### src/verilog/fic_pkg.sv
package fic_pkg;

  // ****************************************************************
  // Register placement
  // ****************************************************************
  localparam int unsigned REG_W           = 64;
  localparam logic [11:0] CAP_BASE_OFF    = 12'h0800;
  localparam logic [11:0] REC_STRIDE      = 12'h0040;
  localparam int unsigned REC_IDX_W       = 5;

  // ****************************************************************
  // Capability field positions
  // ****************************************************************
  localparam int unsigned BIT_ADDR_SYN    = 11;
  localparam int unsigned BIT_POISON      = 10;
  localparam int unsigned BIT_ABORT       = 9;
  localparam int unsigned BIT_CRIT        = 8;
  localparam int unsigned CE_HI           = 7;
  localparam int unsigned CE_LO           = 6;
  localparam int unsigned BIT_POSTPONED   = 5;
  localparam int unsigned BIT_LATENT      = 4;
  localparam int unsigned BIT_RECOV       = 3;
  localparam int unsigned BIT_UNRECOV     = 2;
  localparam int unsigned BIT_UNCONT      = 1;
  localparam int unsigned BIT_OVERFLOW    = 0;

  // ****************************************************************
  // Corrected-error capability encodings
  // ****************************************************************
  localparam logic [1:0] CE_NONE          = 2'h0;
  localparam logic [1:0] CE_NONSPEC       = 2'h1;
  localparam logic [1:0] CE_RSVD          = 2'h2;
  localparam logic [1:0] CE_TRANS_PERS    = 2'h3;
  localparam logic [1:0] STS_CE_NONSPEC   = 2'h2;
  localparam logic [1:0] STS_CE_TRANS     = 2'h1;
  localparam logic [1:0] STS_CE_PERS      = 2'h3;
  localparam logic [11:0] CAP_RESET       = 12'h000;

  // ****************************************************************
  // Carriers
  // ****************************************************************
  typedef struct packed {
    logic       addr_syndrome;
    logic       poison_flag;
    logic       abort_signaled_flag;
    logic       critical_flag;
    logic [1:0] ce_gen;
    logic       postponed_gen;
    logic       latent_gen;
    logic       recoverable_gen;
    logic       unrecoverable_gen;
    logic       uncontainable_gen;
    logic       overflow_flag;
  } fic_cap_t;

  // Per-type support from the record feature register
  typedef struct packed {
    logic feature_ext_present;
    logic ce;
    logic postponed;
    logic latent;
    logic recoverable;
    logic unrecoverable;
    logic uncontainable;
    logic poison;
    logic abort_signaled;
    logic critical;
    logic overflow;
  } fic_support_t;

  // Control register bits used when an injected error is recorded
  typedef struct packed {
    logic addr_syndrome;
    logic poison_flag;
    logic abort_signaled_flag;
    logic critical_flag;
    logic overflow_flag;
  } fic_ctl_t;

  // Flags as written into the record status on an injection
  typedef struct packed {
    logic addr_valid;
    logic poison_flag;
    logic abort_signaled_flag;
    logic critical_flag;
    logic overflow_flag;
  } fic_sts_t;

endpackage : fic_pkg

### src/verilog/fic_cap_mask.sv
`timescale 1ns/1ps
module fic_cap_mask (
  input  wire fic_pkg::fic_cap_t     cap_raw,
  input  wire fic_pkg::fic_support_t sup,
  output fic_pkg::fic_cap_t          cap
);

  // ****************************************************************
  // Support masking
  // ****************************************************************
  logic sel;
  logic [1:0] ce_v;

  always_comb
  begin
    // Without extended features the CE and generation types are taken as supported
    sel = sup.feature_ext_present;
    ce_v = cap_raw.ce_gen;
    if (ce_v == fic_pkg::CE_RSVD)
    begin
      ce_v = fic_pkg::CE_NONE;
    end
    cap.addr_syndrome       = cap_raw.addr_syndrome;
    cap.poison_flag         = cap_raw.poison_flag
                              & sup.poison;
    cap.abort_signaled_flag = cap_raw.abort_signaled_flag
                              & sup.abort_signaled;
    cap.critical_flag       = cap_raw.critical_flag
                              & sup.critical;
    cap.ce_gen              = (sel & ~sup.ce) ? fic_pkg::CE_NONE
                                              : ce_v;
    cap.postponed_gen       = cap_raw.postponed_gen
                              & (~sel | sup.postponed);
    cap.latent_gen          = cap_raw.latent_gen & (~sel | sup.latent);
    cap.recoverable_gen     = cap_raw.recoverable_gen
                              & (~sel | sup.recoverable);
    cap.unrecoverable_gen   = cap_raw.unrecoverable_gen
                              & (~sel | sup.unrecoverable);
    cap.uncontainable_gen   = cap_raw.uncontainable_gen
                              & (~sel | sup.uncontainable);
    cap.overflow_flag       = cap_raw.overflow_flag
                              & sup.overflow;
  end

endmodule : fic_cap_mask

### src/verilog/fic_top.sv
`timescale 1ns/1ps
module fic_top #(
  parameter logic [1:0]  CE_CAP      = 2'h3,
  parameter logic        ADDR_CAP    = 1'b1,
  parameter logic        AV_FORCED   = 1'b0,
  parameter logic [fic_pkg::REC_IDX_W-1:0] REC_IDX = '0,
  parameter logic [10:0] GEN_CAP     = 11'h7ff,
  localparam int unsigned REC_IDX_W  = fic_pkg::REC_IDX_W
) (
  input  wire logic                  clock,
  input  wire logic                  rst_n,
  input  wire fic_pkg::fic_support_t sup,
  input  wire logic                  rd_en,
  input  wire logic [11:0]           rd_off,
  output logic [63:0]                rd_data,
  input  wire logic                  sysreg_rd,
  output logic [63:0]                sysreg_data,
  input  wire fic_pkg::fic_ctl_t     ctl,
  output logic                       ctl_av_rd,
  input  wire logic                  inj_rec,
  input  wire logic                  inj_addr_ok,
  input  wire logic [63:0]           inj_addr,
  input  wire fic_pkg::fic_sts_t     norm_sts,
  input  wire logic                  addr_wr,
  input  wire logic [63:0]           addr_wdata,
  input  wire logic                  av_clr,
  output logic [63:0]                fault_addr,
  output fic_pkg::fic_sts_t          sts
);

  // ****************************************************************
  // Capability value
  // ****************************************************************
  fic_pkg::fic_cap_t cap_raw;
  fic_pkg::fic_cap_t cap;
  logic [63:0]       cap_word;
  logic [11:0]       my_off;

  always_comb
  begin
    cap_raw                     = '0;
    cap_raw.addr_syndrome       = ADDR_CAP;
    cap_raw.ce_gen              = CE_CAP;
    cap_raw.poison_flag         = GEN_CAP[10];
    cap_raw.abort_signaled_flag = GEN_CAP[9];
    cap_raw.critical_flag       = GEN_CAP[8];
    cap_raw.postponed_gen       = GEN_CAP[5];
    cap_raw.latent_gen          = GEN_CAP[4];
    cap_raw.recoverable_gen     = GEN_CAP[3];
    cap_raw.unrecoverable_gen   = GEN_CAP[2];
    cap_raw.uncontainable_gen   = GEN_CAP[1];
    cap_raw.overflow_flag       = GEN_CAP[0];
  end

  fic_cap_mask u_mask (
    .cap_raw (cap_raw),
    .sup     (sup),
    .cap     (cap)
  );

  // Upper bits are reserved and read as zero
  assign cap_word = {52'h0, cap};
  assign my_off   = fic_pkg::CAP_BASE_OFF
                    + 12'(fic_pkg::REC_STRIDE * 12'(REC_IDX));

  // ****************************************************************
  // Read port, writes have no effect
  // ****************************************************************
  always_ff @(posedge clock or negedge rst_n)
  begin
    if (!rst_n)
    begin
      rd_data <= 64'h0000_0000_0000_0000;
    end
    else if (rd_en)
    begin
      rd_data <= (rd_off == my_off) ? cap_word : 64'h0;
    end
  end

  always_ff @(posedge clock or negedge rst_n)
  begin
    if (!rst_n)
    begin
      sysreg_data <= 64'h0000_0000_0000_0000;
    end
    else if (sysreg_rd)
    begin
      sysreg_data <= cap_word;
    end
  end

  // Control address bit reads one when forced
  assign ctl_av_rd = (cap.addr_syndrome && AV_FORCED) ? 1'b1
                                                      : ctl.addr_syndrome;

  // ****************************************************************
  // Fault location register
  // ****************************************************************
  always_ff @(posedge clock or negedge rst_n)
  begin
    if (!rst_n)
    begin
      fault_addr <= 64'h0000_0000_0000_0000;
    end
    else if (inj_rec && !cap.addr_syndrome && inj_addr_ok)
    begin
      fault_addr <= inj_addr;
    end
    else if (addr_wr && cap.addr_syndrome && !sts.addr_valid)
    begin
      // Preload only while no valid address is held
      fault_addr <= addr_wdata;
    end
  end

  // ****************************************************************
  // Status flags on a recorded injection
  // ****************************************************************
  always_ff @(posedge clock or negedge rst_n)
  begin
    if (!rst_n)
    begin
      sts <= '0;
    end
    else if (inj_rec)
    begin
      // Recording wins over a same-cycle clear, except when cap.addr_syndrome and inj_addr_ok are both low
      if (!cap.addr_syndrome)
      begin
        if (inj_addr_ok)
        begin
          sts.addr_valid <= 1'b1;
        end
        else if (av_clr)
        begin
          sts.addr_valid <= 1'b0;
        end
      end
      else
      begin
        sts.addr_valid <= AV_FORCED ? 1'b1 : ctl.addr_syndrome;
      end
      sts.poison_flag <= cap.poison_flag ? ctl.poison_flag
                                         : norm_sts.poison_flag;
      sts.abort_signaled_flag <= cap.abort_signaled_flag
                                 ? ctl.abort_signaled_flag
                                 : norm_sts.abort_signaled_flag;
      sts.critical_flag <= cap.critical_flag ? ctl.critical_flag
                                     : norm_sts.critical_flag;
      sts.overflow_flag <= cap.overflow_flag ? ctl.overflow_flag
                                     : norm_sts.overflow_flag;
    end
    else if (av_clr)
    begin
      sts.addr_valid <= 1'b0;
    end
  end

endmodule : fic_top
### config.mk
export PLATFORM = sky130hd
export DESIGN_NAME = fic_top
export DESIGN_NICKNAME = d
export VERILOG_FILES = /design/src/verilog/fic_pkg.sv /design/src/verilog/fic_cap_mask.sv /design/src/verilog/fic_top.sv
export SDC_FILE = /design/constraint.sdc
export NUM_CORES = 1
export LEC_CHECK = 0
export ABC_AREA = 1
export BUFFER_PORTS_ARGS = -buffer_cell sky130_fd_sc_hd__buf_4
export CORE_AREA = 2 2 142 144
export DETAILED_ROUTE_END_ITERATION = 8
export DIE_AREA = 0 0 144 146
export PLACE_DENSITY = 0.58
export SYNTH_ARGS = -nofsm -noshare
export SYNTH_HDL_FRONTEND = slang
export SYNTH_SLANG_ARGS = --single-unit
### constraint.sdc
create_clock -name clock -period 2.9 [get_ports clock]
set_clock_uncertainty 0.1 [all_clocks]
set_input_delay 0.145 -clock clock [delete_from_list [all_inputs] [get_ports clock]]
set_output_delay 0.145 -clock clock [all_outputs]
set_load 0.01 [all_outputs]
==> flow_summary.json <==
{
  "yosys.area.top_type": "dfrtp_1",
  "finalSetupTns_ns": 0,
  "initial_core_util_pct": 23.2,
  "routedWlPerCell_um": 12.3,
  "worst_hold_slack_ns": 0.0334,
  "first_pass_iters": 4,
  "worst_slew_pin_slew_ns": 0.802,
  "layout_common_cells": "buf_4, nand2_1, conb_1, dlygate4sd3_1, dfrtp_1",
  "cts-root-buf": "clkbuf_16",
  "cts_resized": 0,
  "h-tree-depth": 3,
  "drcViolationCount": 0,
  "die_h_um": 146,
  "layout.nets": 966,
  "setup_viol": 0,
  "worst-setup-path-type": "reg2reg",
  "drv_slew": 0,
  "setup_slack_ns": 0.866,
  "numCtsBuffers": 9,
  "via_count": 4041,
  "required_ns": 3.02,
  "numClockSinks": 91,
  "regArea_mm2": 0.00228,
  "hold_viol_final": 0,
  "clkTransAtPathRegs_ns": 0.07,
  "die_area_mm2": 0.0210,
  "rsz0062_at_grt": "no",
  "finalPower_uw": 3530,
  "startpoint": "sts[4]$_DFFE_PN0P_",
  "p_comb_share_pct": 23.9,
  "layout_commonest_cell": "buf_4",
  "postCtsSetupBuffers": 0,
  "rr_endpoint": "sts[4]$_DFFE_PN0P_",
  "synth_seq_cells": 91,
  "via_per_inst": 3.79,
  "synth.top_cell.area_share_pct": 50.8,
  "netSwitchingFraction_pct": 29.0,
  "worst_setup_path_end_kind": "register",
  "worstPathArrival_ns": 2.15,
  "layout-drive-gt1-share_pct": 27.6,
  "status": "finished clean",
  "drv_cap": 0,
  "fin_crit_sh_pct": 70.1,
  "hold_depth": 2,
  "synthesis.area_mm2": 0.00448,
  "startpoint_type": "register",
  "cts_tree": "built",
  "synthTopCellsByArea": "dfrtp_1, buf_4, nand2_1",
  "drtIter0Drc": 180,
  "syn_inst": 522,
  "grt_pass1_wl_um": 20200,
  "ys_warn_count": 0,
  "cts_max_path_buffers": 2,
  "syn2layout_area_growth_pct": 56.4,
  "diodes": 0,
  "holdPathEnd": "sysreg_data[11]$_DFFE_PN0P_",
  "fillers": 1995,
  "top_level_ports": 367,
  "synthDistinctLibCells": 18,
  "antenna_found_initial": 0,
  "hp-class": "in2reg",
  "place_ws_ns": 1.07,
  "seqPwrFrac_pct": 42.2,
  "clkPwrFrac_pct": 33.9,
  "cts_hold_buffers": 94,
  "core_mm2": 0.0193,
  "period_needed_ns": 2.03,
  "r2r_cells": 4,
  "place_hpwl_um": 8710,
  "ant_nets": 0,
  "critPathMaxFanout": 65,
  "ir_drop_mv": 0.238,
  "wl_um": 13200,
  "rrSetupSlack_ns": 0.87,
  "rows": 51,
  "relSlewSlack_pct": 46.3,
  "grt_pass1_vias": 3955,
  "gp_congestion": 0.692,
  "p_int_uw": 2500,
  "ys_seq_area_share_pct": 50.8,
  "insertion_delay_ns": 0.33,
  "switchingPower_uw": 1020,
  "port_buffers": 196,
  "multiInputGateArea_mm2": 0.00159,
  "track_usage_pct": 12.3,
  "regToRegStartpoint": "sts[4]$_DFFE_PN0P_",
  "overflow": 0,
  "p_leak_uw": 0.00377,
  "fmax_ghz": 0.492,
  "grt_start_max_net_pins": 66,
  "die_w_um": 144,
  "p_per_area_mw_per_mm2": 503,
  "synth.avg_cell_area_um2": 8.59,
  "holdCritStartpoint": "sysreg_rd"
}
-- power by group through the flow --
| stage | clock network [uW] | registers (uW) | logic [uW] |
|---|---|---|---|
| after global routing | 1300 | 1500 | 930 |
| after global placement | 0 | 1500 | 737 |
| after floorplan | 0 | 1570 | 355 |
| after CTS | 1250 | 1490 | 852 |
| final | 1200 | 1490 | 843 |
| after detailed placement | 0 | 1510 | 742 |
-- synthesized netlist by cell type --
cell type / instances
conb_1: 1
buf_6: 2
buf_2: 21
nor2_1: 15
buf_4: 108
o21ai_0: 4
o31ai_1: 1
nand3_2: 1
dfrtp_1: 91
nor2_2: 1
clkbuf_1: 2
nand2_2: 1
inv_1: 16
nand2_1: 172
nand3_1: 74
a31oi_1: 10
or2_1: 1
or2_2: 1
-- per-stage QoR --
step / util [%] / std cells / cell area, um2
4_1_cts: 36.3 / 1067 / 7010
3_3_place_gp: 29.8 / 957 / 5770
5_1_grt: 36.3 / 1067 / 7010
6_report: 36.3 / 1067 / 7010
3_5_place_dp: 29.8 / 957 / 5770
2_1_floorplan: - / 625 / 4870
-- layout make-up --
class | instances | area share [%]
clock buffers | 9 | 3.21
clock inverters | 7 | 1.07
inverters | 16 | 0.857
multi-input cells | 385 | 22.6
flip-flops and latches | 91 | 32.5
well taps | 265 | 4.73
repair buffers | 294 | 35.0
-- cell families after synthesis --
family	Yosys count	synth area share, %
flip-flops	91	50.8
AO/OA/AOI/OAI	15	2.01
buffers and inverters	149	22.4
other	1	0.0836
AND/OR/NAND/NOR	266	24.7
-- worst max path at each step --
stage	slack, ns	cells after the start	end
final	0.87	4	sts[4]$_DFFE_PN0P_
after global routing	0.75	4	sts[4]$_DFFE_PN0P_
after CTS	0.83	4	sts[4]$_DFFE_PN0P_
after detailed placement	1.07	5	fault_addr[57]$_DFFE_PN0P_
after global placement	1.12	5	fault_addr[0]$_DFFE_PN0P_
after floorplan	1.79	5	fault_addr[0]$_DFFE_PN0P_
-- per-layer routing --
layer	GRT usage [%]	share of wire, %	up-vias
met2	21.9	51	174
met1	13.9	40	1872
li1	-	-	1979
met5	0	0	-
met4	4.02	1.7	0
met3	3.46	7.1	16
-- flip-flops by register name, summed over array words and instances, names as in the netlist --
name,cells
sts,5
fault_addr,64
sysreg_data,11
rd_data,11
-- worst max-delay path: stages, from the launching register on --
cell and delay, ns:
dfrtp_1 0.40, inv_2 0.07, buf_4 0.59, o31ai_1 0.16
dlygate4sd3_1 0.60
Note: power is estimated with default switching activity, not from simulation.
